## src/addr_map_pkg.sv

```systemverilog
// Address map constants and types for the address space decoder.
// Assumes one system clock; every user writes addr_map_pkg::name.
`default_nettype none
package addr_map_pkg;

	// Memory regions (upper address byte)
	localparam logic [7:0]  REGION_DATA     = 8'h00;
	localparam logic [7:0]  REGION_EXT_LOW  = 8'h01;
	localparam logic [7:0]  REGION_EXT_HIGH = 8'hfe;
	localparam logic [7:0]  REGION_CODE     = 8'hff;

	// Offsets inside a region
	localparam logic [15:0] BANK_TOP        = 16'h001f;
	localparam logic [15:0] RAM_BASE        = 16'h0020;
	localparam logic [15:0] RAM_TOP         = 16'h041f;
	localparam logic [15:0] WINDOW_BASE     = 16'he000;
	localparam logic [15:0] ROM_TOP         = 16'h3fff;

	// Register file locations
	localparam logic [5:0]  RF_BANKED_TOP   = 6'h07;
	localparam logic [5:0]  RF_LOC_B        = 6'h0a;
	localparam logic [5:0]  RF_LOC_ACC      = 6'h0b;
	localparam logic [5:0]  RF_LOC_RSEL     = 6'h39;
	localparam logic [5:0]  RF_LOC_PTR_HIGH = 6'h3a;
	localparam logic [5:0]  RF_LOC_PTR_LOW  = 6'h3b;
	localparam logic [5:0]  RF_LOC_SP_HIGH  = 6'h3e;
	localparam logic [5:0]  RF_LOC_SP       = 6'h3f;

	// Special register addresses
	localparam logic [8:0]  SFR_RSEL        = 9'h084;
	localparam logic [8:0]  SFR_ACC         = 9'h0e0;
	localparam logic [8:0]  SFR_B           = 9'h0f0;
	localparam logic [8:0]  SFR_PTR_LOW     = 9'h082;
	localparam logic [8:0]  SFR_PTR_HIGH    = 9'h083;
	localparam logic [8:0]  SFR_SP          = 9'h081;
	localparam logic [8:0]  SFR_SP_HIGH     = 9'h0be;

	// Reset value and strap settling
	localparam logic [7:0]  RSEL_RESET      = 8'h01;
	localparam logic [1:0]  STRAP_SETTLE    = 2'h2;

	typedef enum logic [2:0] {
		KIND_MEM, KIND_SFR, KIND_RF, KIND_LEG_CODE,
		KIND_LEG_XDATA, KIND_LEG_DIRECT, KIND_LEG_INDIRECT
	} kind_t;

	typedef enum logic [2:0] {
		TGT_RAM, TGT_ROM, TGT_EXT, TGT_SFR,
		TGT_RF, TGT_LOCAL, TGT_RESERVED, TGT_BLOCKED
	} target_t;

endpackage
`default_nettype wire

```

## src/decode_if.sv

```systemverilog
// Carrier between the decoder top and its memory region classifier.
// Purely combinational signals; no clock inside.
`timescale 1ns/1ps
`default_nettype none
interface decode_if;
	logic [23:0]           addr;
	logic                  is_fetch;
	logic                  is_write;
	logic                  strap;
	logic                  window_dis;
	addr_map_pkg::target_t target;
	logic [23:0]           offset;

	modport requester (output addr, output is_fetch, output is_write, output strap,
		output window_dis, input target, input offset);
	modport classifier (input addr, input is_fetch, input is_write, input strap,
		input window_dis, output target, output offset);
endinterface
`default_nettype wire

```

## src/address_space_decoder.sv

```systemverilog
// Resolves CPU accesses into memory, special-register and register-file spaces.
// Assumes the requester is on the system clock; only the strap pin is asynchronous.
`timescale 1ns/1ps
`default_nettype none

module address_space_decoder (
	input  wire logic                  clk_sys_i,
	input  wire logic                  rst_i,
	input  wire logic                  external_access_strap_i,
	input  wire logic                  code_window_disable_i,
	input  wire logic                  bank_select_upper_i,
	input  wire logic                  bank_select_lower_i,
	input  wire logic                  req_valid_i,
	input  wire addr_map_pkg::kind_t   req_kind_i,
	input  wire logic [23:0]           req_addr_i,
	input  wire logic                  req_write_i,
	input  wire logic                  req_fetch_i,
	input  wire logic [7:0]            req_wdata_i,
	output var  logic                  resp_valid_o,
	output var  addr_map_pkg::target_t target_o,
	output var  logic [23:0]           target_addr_o,
	output var  logic                  write_en_o,
	output var  logic [7:0]            write_data_o,
	output var  logic [7:0]            local_rdata_o,
	output var  logic [7:0]            region_select_o,
	output var  logic                  strap_o,
	output var  logic                  strap_ready_o
);

	////////////////////////////////////////////////////////////////////////////////
	// Strap capture and region classifier

	decode_if dec_bus ();

	strap_capture u_strap (
		.clk_sys_i   (clk_sys_i),
		.rst_i       (rst_i),
		.strap_pin_i (external_access_strap_i),
		.strap_o     (strap_o),
		.ready_o     (strap_ready_o)
	);

	region_classify u_classify (
		.dec (dec_bus)
	);

	////////////////////////////////////////////////////////////////////////////////
	// Space resolution

	logic                  mem_path;
	logic                  sfr_path;
	logic                  rf_path;
	logic [23:0]           mem_addr;
	logic [8:0]            sfr_addr;
	logic [5:0]            rf_loc;
	logic [1:0]            bank_sel;
	logic                  hit_local;
	addr_map_pkg::target_t target_next;
	logic [23:0]           addr_next;

	assign bank_sel = {bank_select_upper_i, bank_select_lower_i};

	always_comb begin
		mem_path = 1'b0;
		sfr_path = 1'b0;
		rf_path  = 1'b0;
		mem_addr = 24'h000000;
		sfr_addr = 9'h000;
		rf_loc   = 6'h00;
		unique case (req_kind_i)
			addr_map_pkg::KIND_MEM: begin
				mem_path = 1'b1;
				mem_addr = req_addr_i;
			end
			addr_map_pkg::KIND_SFR: begin
				sfr_path = 1'b1;
				sfr_addr = req_addr_i[8:0];
			end
			addr_map_pkg::KIND_RF: begin
				rf_path = 1'b1;
				rf_loc  = req_addr_i[5:0];
			end
			addr_map_pkg::KIND_LEG_CODE: begin
				mem_path = 1'b1;
				mem_addr = {addr_map_pkg::REGION_CODE, req_addr_i[15:0]};
			end
			addr_map_pkg::KIND_LEG_XDATA: begin
				mem_path = 1'b1;
				mem_addr = {region_select_o, req_addr_i[15:0]};
			end
			addr_map_pkg::KIND_LEG_DIRECT: begin
				if (req_addr_i[7]) begin
					sfr_path = 1'b1;
					sfr_addr = {1'b0, req_addr_i[7:0]};
				end else begin
					mem_path = 1'b1;
					mem_addr = {16'h0000, req_addr_i[7:0]};
				end
			end
			addr_map_pkg::KIND_LEG_INDIRECT: begin
				mem_path = 1'b1;
				mem_addr = {16'h0000, req_addr_i[7:0]};
			end
		endcase

		if (sfr_path) begin
			unique case (sfr_addr)
				addr_map_pkg::SFR_ACC: begin
					rf_path = 1'b1;
					rf_loc  = addr_map_pkg::RF_LOC_ACC;
				end
				addr_map_pkg::SFR_B: begin
					rf_path = 1'b1;
					rf_loc  = addr_map_pkg::RF_LOC_B;
				end
				addr_map_pkg::SFR_PTR_LOW: begin
					rf_path = 1'b1;
					rf_loc  = addr_map_pkg::RF_LOC_PTR_LOW;
				end
				addr_map_pkg::SFR_PTR_HIGH: begin
					rf_path = 1'b1;
					rf_loc  = addr_map_pkg::RF_LOC_PTR_HIGH;
				end
				addr_map_pkg::SFR_SP: begin
					rf_path = 1'b1;
					rf_loc  = addr_map_pkg::RF_LOC_SP;
				end
				addr_map_pkg::SFR_SP_HIGH: begin
					rf_path = 1'b1;
					rf_loc  = addr_map_pkg::RF_LOC_SP_HIGH;
				end
				addr_map_pkg::SFR_RSEL: begin
					rf_path = 1'b1;
					rf_loc  = addr_map_pkg::RF_LOC_RSEL;
				end
				default: begin
					rf_path = 1'b0;
				end
			endcase
			if (rf_path) begin
				sfr_path = 1'b0;
			end
		end

		if (rf_path && rf_loc <= addr_map_pkg::RF_BANKED_TOP) begin
			rf_path  = 1'b0;
			mem_path = 1'b1;
			mem_addr = {16'h0000, 3'h0, bank_sel, rf_loc[2:0]};
		end
	end

	assign dec_bus.addr       = mem_addr;
	assign dec_bus.is_fetch   = req_fetch_i && mem_path;
	assign dec_bus.is_write   = req_write_i;
	assign dec_bus.strap      = strap_o;
	assign dec_bus.window_dis = code_window_disable_i;

	assign hit_local = rf_path && rf_loc == addr_map_pkg::RF_LOC_RSEL;

	always_comb begin
		if (hit_local) begin
			target_next = addr_map_pkg::TGT_LOCAL;
			addr_next   = {18'h00000, rf_loc};
		end else if (rf_path) begin
			target_next = addr_map_pkg::TGT_RF;
			addr_next   = {18'h00000, rf_loc};
		end else if (sfr_path) begin
			target_next = addr_map_pkg::TGT_SFR;
			addr_next   = {15'h0000, sfr_addr};
		end else begin
			target_next = dec_bus.target;
			addr_next   = dec_bus.offset;
		end
	end

	////////////////////////////////////////////////////////////////////////////////
	// Region-select register

	always_ff @(posedge clk_sys_i or posedge rst_i) begin
		if (rst_i) begin
			region_select_o <= addr_map_pkg::RSEL_RESET;
		end else if (req_valid_i && req_write_i && hit_local) begin
			region_select_o <= req_wdata_i;
		end
	end

	////////////////////////////////////////////////////////////////////////////////
	// Registered answer

	always_ff @(posedge clk_sys_i or posedge rst_i) begin
		if (rst_i) begin
			resp_valid_o  <= 1'b0;
			target_o      <= addr_map_pkg::TGT_RESERVED;
			target_addr_o <= 24'h000000;
			write_en_o    <= 1'b0;
			write_data_o  <= 8'h00;
			local_rdata_o <= 8'h00;
		end else begin
			resp_valid_o  <= req_valid_i;
			target_o      <= target_next;
			target_addr_o <= addr_next;
			write_en_o    <= req_valid_i && req_write_i
				&& target_next != addr_map_pkg::TGT_RESERVED
				&& target_next != addr_map_pkg::TGT_BLOCKED
				&& target_next != addr_map_pkg::TGT_ROM;
			write_data_o  <= req_wdata_i;
			local_rdata_o <= hit_local ? region_select_o : 8'h00;
		end
	end
endmodule
`default_nettype wire

```

## src/region_classify.sv

```systemverilog
// Classifies a linear 24-bit memory address into its on-chip or external target.
// Assumes the strap is already latched and the window bit is static.
`timescale 1ns/1ps
`default_nettype none
module region_classify (
	decode_if.classifier dec
);
	always_comb begin
		dec.target = addr_map_pkg::TGT_RESERVED;
		dec.offset = dec.addr;
		unique case (dec.addr[23:16])
			addr_map_pkg::REGION_DATA: begin
				if (dec.addr[15:0] <= addr_map_pkg::RAM_TOP) begin
					dec.target = dec.is_fetch ? addr_map_pkg::TGT_BLOCKED
						: addr_map_pkg::TGT_RAM;
				end else if (dec.addr[15:0] >= addr_map_pkg::WINDOW_BASE && !dec.window_dis
						&& dec.strap && !dec.is_fetch && !dec.is_write) begin
					dec.target = addr_map_pkg::TGT_ROM;
					dec.offset = {10'h000, 1'b1, dec.addr[12:0]};
				end else begin
					dec.target = addr_map_pkg::TGT_EXT;
				end
			end
			addr_map_pkg::REGION_CODE: begin
				if (dec.addr[15:0] <= addr_map_pkg::ROM_TOP && dec.strap) begin
					dec.target = addr_map_pkg::TGT_ROM;
					dec.offset = {10'h000, dec.addr[13:0]};
				end else begin
					dec.target = addr_map_pkg::TGT_EXT;
				end
			end
			addr_map_pkg::REGION_EXT_LOW, addr_map_pkg::REGION_EXT_HIGH: begin
				dec.target = addr_map_pkg::TGT_EXT;
			end
			default: begin
				dec.target = addr_map_pkg::TGT_RESERVED;
			end
		endcase
	end
endmodule
`default_nettype wire

```

## src/strap_capture.sv

```systemverilog
// Synchronises the external access strap and latches it once after reset.
// Assumes the strap pin is asynchronous to the system clock.
`timescale 1ns/1ps
`default_nettype none
module strap_capture (
	input  wire logic clk_sys_i,
	input  wire logic rst_i,
	input  wire logic strap_pin_i,
	output var  logic strap_o,
	output var  logic ready_o
);
	logic       meta_reg;
	logic       sync_reg;
	logic [1:0] settle_reg;

	always_ff @(posedge clk_sys_i or posedge rst_i) begin
		if (rst_i) begin
			meta_reg <= 1'b0;
			sync_reg <= 1'b0;
		end else begin
			meta_reg <= strap_pin_i;
			sync_reg <= meta_reg;
		end
	end

	always_ff @(posedge clk_sys_i or posedge rst_i) begin
		if (rst_i) begin
			settle_reg <= 2'h0;
			strap_o    <= 1'b0;
			ready_o    <= 1'b0;
		end else if (!ready_o) begin
			if (settle_reg == addr_map_pkg::STRAP_SETTLE) begin
				strap_o <= sync_reg;
				ready_o <= 1'b1;
			end else begin
				settle_reg <= settle_reg + 2'h1;
			end
		end
	end
endmodule
`default_nettype wire

```

## config.mk

```make
export PLATFORM = sky130hd
export DESIGN_NAME = address_space_decoder
export DESIGN_NICKNAME = d
export VERILOG_FILES = /design/src/addr_map_pkg.sv /design/src/decode_if.sv /design/src/address_space_decoder.sv /design/src/region_classify.sv /design/src/strap_capture.sv
export SDC_FILE = /design/constraint.sdc
export NUM_CORES = 1
export LEC_CHECK = 0
export ABC_CLOCK_PERIOD_IN_PS = 2600
export BUFFER_PORTS_ARGS = -buffer_cell sky130_fd_sc_hd__buf_2
export CORE_MARGIN = 2
export CORE_UTILIZATION = 49
export CTS_CLUSTER_DIAMETER = 150
export DETAILED_ROUTE_END_ITERATION = 12
export PLACE_DENSITY = 0.84
export SYNTH_ARGS = -nofsm -noshare
export SYNTH_HDL_FRONTEND = slang
export SYNTH_SLANG_ARGS = --single-unit
```

## constraint.sdc

```tcl
create_clock -name clk_sys_i -period 2.6 [get_ports clk_sys_i]
set_input_delay 0.52 -clock clk_sys_i [delete_from_list [all_inputs] [get_ports clk_sys_i]]
set_output_delay 0.52 -clock clk_sys_i [all_outputs]
set_load 0.05 [all_outputs]
```

==> metrics.txt, run 1 <==
fin nets about 420; Vias about 2300; PortBufs 98; CTS buffer count 9; fin util 0.716; number of flops mapped to enable cells by yosys 0; Die ar. 0.00600 mm²; Die W 77.5 µm; root buffer cell clkbuf_8; cts repair resizes 0; First-pass DRT Iterations 4; final setup fails 0; critical path capture point type flip-flop; startpoint types input port; GRT Residual Overflow 0; relative slew slack 0.537; Final min period 2.39 ns; fillers ~400; drt total wl ~6.5 mm; hold buffer count at cts 0; GP Congestion 0.873; clock buffer depth 2; Placement Rows 26; leading area contributor after synthesis dfrtp_1; Core Area 0.00517 mm²; final number of max-transition violations 0; Sink Count 59; layout cell share with drive strength beyond 1 0.484; top cell type's share of synthesized area 0.530; DRC errors left 0; skew final roughly 0.0068 ns; kind of critical path in -> reg; top cells by area, synth dfrtp_1 53%, mux2_2 3.8%, and2_1 3.8%; Yosys warning count 0; CTS clk-pin slew, worst paths around 0.07 ns; Starting DRT DRC Count slightly above 90; Inserted Diodes 0; Post-synth top flop dfrtp_1; max reg flops 24; asr flop ratio synth 1.00; CTS tree built; vias per cell just over 5; first-pass GRT wire length approximately 11 mm; antenna violations before repair 0; Critical Path AT 2.61 ns; Mapped Nets ~280; number of global-route vias before repair between 2000 and 2500; HPWL after DPL a little under 5 mm; largest net degree at the start of global routing 60; power per cell area 631 mW/mm²; max-capacitance violation count 0; Area Growth Syn to Fin 40.1%; Ports a little under 100; synth unique cells 59; Post-CTS Setup Bufs 0; final period utilization 0.921; RSZ-0062 raised after global routing no; Synth Area per Inst 11.4 µm²; Worst IR Drop VDD approximately 0.49 mV; top achievable clock speed between 400 and 500 MHz; status finished clean; Hold WC Path Type in -> reg; Final Hold Fails 0; Tot GR Track Use 0.227; worst-path fanout max 8; later-pin clock latency in the skew report around 0.33 ns; sequential area share after synthesis 0.560; mapped cell area around 0.0026 mm²; Req. time, crit path 2.82 ns; worst slew pin tran just under 0.7 ns; die height about 77 µm; WHS between 0.3 and 0.4 ns; drt wl/cell between 10 and 15 µm; Yosys reg bits 59; P_leak around 1.9 nW; starting density of the core 0.511; Detail Route Antenna Nets 0; Top reg by flops target_addr_o; Synth Instances 233; H-Tree Level Count 3
==> critical path, stage by stage <==
cell    delay [ns]
buf_2         0.10
or4_4         0.53
or4b_4        0.53
nor2_4        0.10
nor3_1        0.09
nor4_4        0.16
buf_4         0.22
mux2_2        0.35
==> final cells by class <==
type                            count  area [µm²]  share of cell area
Multi-Input combinational cell    161        1100               0.298
Clock buffer                       13         179              0.0483
Timing Repair Buffer              135         768               0.207
Inverter                            5        18.8             0.00506
Tap cell                           70        87.6              0.0236
Sequential cell                    59        1480               0.399
Clock inverter                      3        67.6              0.0182
==> Yosys cell counts (all sizes together) (2+ instances only) <==
library cell / n
a21oi: 8
nand4b: 2
a211oi: 2
nor4: 4
nor3b: 6
inv: 5
buf: 3
o21bai: 4
or4b: 2
dfstp: 3
nor2b: 5
o211ai: 2
a21boi: 2
nand3: 5
or2: 5
or4: 2
a21o: 2
and2: 17
and2b: 4
dfrtp: 56
nor3: 7
nor2: 15
and3: 4
a221oi: 6
nand4: 2
o21ai: 11
nand2: 15
mux2: 9
xnor2: 3
clkbuf: 5
==> through the flow <==
step / area (µm²) / total power [mW] / std cells / TNS, ns / setup slack (ns)
6_report: 3710 / 2.34 / 446 / 0 / 0.206
4_1_cts: 3710 / 2.36 / 446 / 0 / 0.225
3_3_place_gp: 3460 / 1.36 / 430 / -0.708 / -0.0807
2_1_floorplan: 2660 / 1.23 / 233 / -0.882 / -0.111
5_1_grt: 3710 / 2.43 / 446 / 0 / 0.105
3_5_place_dp: 3460 / 1.37 / 430 / -1.27 / -0.136
==> cells by family after synthesis <==
kind of cell,synth area share
buffers and inverters,0.0270
multiplexers,0.0421
flip-flops,0.560
XOR/XNOR,0.00994
adder cells (fa/ha/maj),0.00473
AND/OR/NAND/NOR,0.243
AO/OA/AOI/OAI,0.114
==> worst paths after layout <==
path,startpoint,depth (start not counted),slack [ns],to
max,req_addr_i[3],8,0.21,region_select_o[1]
max reg2reg,region_select_o[1],7,0.56,target_o[2]
max in group asynchronous,rst_i,3,1.76,target_addr_o[8]
min,req_wdata_i[4],1,0.31,write_data_o[4]
min in group asynchronous,rst_i,3,0.39,target_addr_o[17]
min reg2reg,u_strap.meta_reg,0,0.36,u_strap.sync_reg
==> power by group <==
part | switching, mW | internal, mW | leakage [nW]
registers | 0.00976 | 0.958 | 0.747
logic | 0.260 | 0.125 | 1.03
clock network | 0.341 | 0.644 | 0.122
total | 0.611 | 1.73 | 1.90
==> metal layers <==
| layer | share of wire | vias to the layer above | track usage |
|---|---|---|---|
| met5 | 0 | - | 0 |
| li1 | - | 1112 | - |
| met4 | 0.018 | 0 | 0.102 |
| met1 | 0.42 | 1083 | 0.280 |
| met2 | 0.50 | 99 | 0.379 |
| met3 | 0.058 | 10 | 0.0547 |
==> placed cells by master, fill, tap and decap left out, drive strengths merged, types with 3 or more instances in the layout <==
master,n
nor3b,6
mux2,9
inv,5
nor3,7
buf,135
dfstp,3
nor2,15
and3,4
and2,17
nand3,5
dfrtp,56
nor4,4
clkbuf,13
xnor2,3
a221oi,6
nand2,15
o21ai,11
nor2b,5
o21bai,4
a21oi,8
and2b,4
or2,5
(Power assumes the default switching activity.)
==> run 2, diff against run 1 <==
ABC_CLOCK_PERIOD_IN_PS = 2500   (was 2600)
clock period = 2.5 ns   (was 2.6 ns; I/O delays follow)
==> run 2 against run 1 <==
Sequential share of layout area decreased by 0.41 points. Setup slack got worse by 0.083 ns. Wire length increased by 2.6%. Clock power decreased by 6.9%. Power decreased by 0.17%. Critical path type unchanged. Largest power group is now registers.
==> metrics.txt, run 2 (synthesized netlist as in run 1, its figures left out) <==
Detail Route Antenna Nets 0 (unchanged); most frequent cells in the layout 98 x buf_2, 56 x dfrtp_1, 46 x buf_4; Top reg by flops target_addr_o; Die ar. 0.00600 mm² (unchanged); Starting DRT DRC Count 104 (+13%); final period utilization 0.951; Inserted Diodes 0 (unchanged); hold buffer count at cts 0 (unchanged); CTS buffer count 9 (unchanged); Post-CTS Setup Bufs 0 (unchanged); Placement Rows 26 (unchanged); Final Hold Fails 0 (unchanged); Worst IR Drop VDD 0.380 mV (-23%); root buffer cell clkbuf_8; skew final 0.00421 ns (-0.00262 ns); worst slew pin tran 0.704 ns (+0.00932 ns); Tot GR Track Use 0.238 (+0.0108); Area Growth Syn to Fin 41.6%; Hold WC Path Type in -> reg; Ports 99 (unchanged); drt wl/cell 14.7 µm (+0.62%); relative slew slack 0.530 (-0.00621); status finished clean; P_leak 1.92 nW (+1.1%); Die W 77.5 µm (unchanged); delay-heaviest family, CP simple AND/OR/NAND/NOR gates; most frequent CP cell buf_4; DRC errors left 0 (unchanged); critical path capture point type flip-flop; max-capacitance violation count 0 (unchanged); Sink Count 59 (unchanged); RR Startpoint region_select_o[1]; drt total wl 6.67 mm (+2.6%); die height 77.5 µm (unchanged); layout cell share with drive strength beyond 1 0.496 (+0.0121); GRT Residual Overflow 0 (unchanged); hold path depth 1 (unchanged); CTS clk-pin slew, worst paths 0.07 ns (about the same); Req. time, crit path 2.72 ns (-0.10 ns); top achievable clock speed approximately 420 MHz; R2R depth 6 (-1); vias per cell 5.18 (+0.23%); Worst path depth 8 (unchanged); R2R Path End write_en_o; Final min period between 2 and 2.5 ns; starting density of the core 0.511 (unchanged); antenna violations before repair 0 (unchanged); Vias 2356 (+2.3%); GP Congestion 0.839 (-3.9%); CP bufs+invs 3 (+1); clock buffer depth 2 (unchanged); fin nets 425 (+2.2%); later-pin clock latency in the skew report 0.33 ns (about the same); worst-path fanout max 8 (unchanged); CP cell instances buf_2 > or4_4 > buf_4 > o41ai_1 > nor3_1 > nor4_4 > buf_4 > mux2_2; Critical-path top delay cell or4_4; number of global-route vias before repair 2393 (+4.4%); H-Tree Level Count 3 (unchanged); Core Area 0.00517 mm² (unchanged); leading cell type in the layout, fill and taps excluded buf_2; overall power 2.33 mW (-0.17%); CTS tree built; power per cell area 623 mW/mm² (-1.2%); startpoint types input port; Worst Hold End write_data_o[3]; worst hold start req_wdata_i[3]; first-pass GRT wire length 11.1 mm (+4.8%); Critical Path AT 2.60 ns (about the same); CP peak stage delay 0.53 ns (about the same); final setup fails 0 (unchanged); kind of critical path in -> reg; max reg flops 24 (unchanged); First-pass DRT Iterations 5 (+1); WHS 0.283 ns (-0.0220 ns); largest net degree at the start of global routing 60 (unchanged); HPWL after DPL 5.19 mm (+5.0%); PortBufs 98 (unchanged); R2R Setup Slk 0.41 ns (-0.15 ns); final number of max-transition violations 0 (unchanged); RSZ-0062 raised after global routing no
[run 2: cell count changes in the layout (fill, tap and decap cells not counted), sizes merged]
cell    previous run  this run
clkinv             0         2
buf              135       144
clkbuf            13        11
[run 2: power by group]
part	internal, mW	switching (mW)	total [mW]
logic	0.139	0.270	0.409
registers	0.996	0.0110	1.01
clock network	0.558	0.360	0.918
total	1.69	0.641	2.33
[run 2: area by class of cell]
type	instances	area, µm²
Fill cell	384	1430
Timing Repair Buffer	144	836
Clock inverter	5	77.6
Inverter	5	18.8
Sequential cell	59	1480
Multi-Input combinational cell	161	1110
Clock buffer	11	131
Tap cell	70	87.6
[run 2: timing repair]
action | 4_1_cts | 5_1_grt
resized for setup | 0 | 1
hold endpoints to repair | 0 | 0
setup endpoints to repair | 0 | 4
[run 2: metal layers]
layer	vias to the layer above	GRT usage	share of wire
met3	7	0.0721	0.051
met2	79	0.406	0.53
li1	1130	-	-
met5	-	0	0
met4	0	0.0839	0.011
met1	1140	0.286	0.41
[run 2: worst max path at each step]
stage                   from                  to  slack (ns)
6_report       req_addr_i[3]  region_select_o[2]        0.12
5_1_grt        req_addr_i[3]  region_select_o[2]        0.03
4_1_cts        req_addr_i[3]  region_select_o[4]        0.12
3_5_place_dp   req_addr_i[3]  region_select_o[4]       -0.25
3_3_place_gp   req_addr_i[3]  region_select_o[4]       -0.16
2_1_floorplan  req_addr_i[3]  region_select_o[1]       -0.19
[run 2: through the flow]
step	setup slack [ns]	cell area [µm²]	cells	util	setup TNS (ns)
after floorplan	-0.191	2670	233	-	-1.60
after global placement	-0.165	3530	439	0.683	-2.23
after detailed placement	-0.248	3530	439	0.683	-3.84
after CTS	0.117	3740	455	0.724	0
after global routing	0.0290	3740	455	0.724	0
final	0.123	3740	455	0.724	0
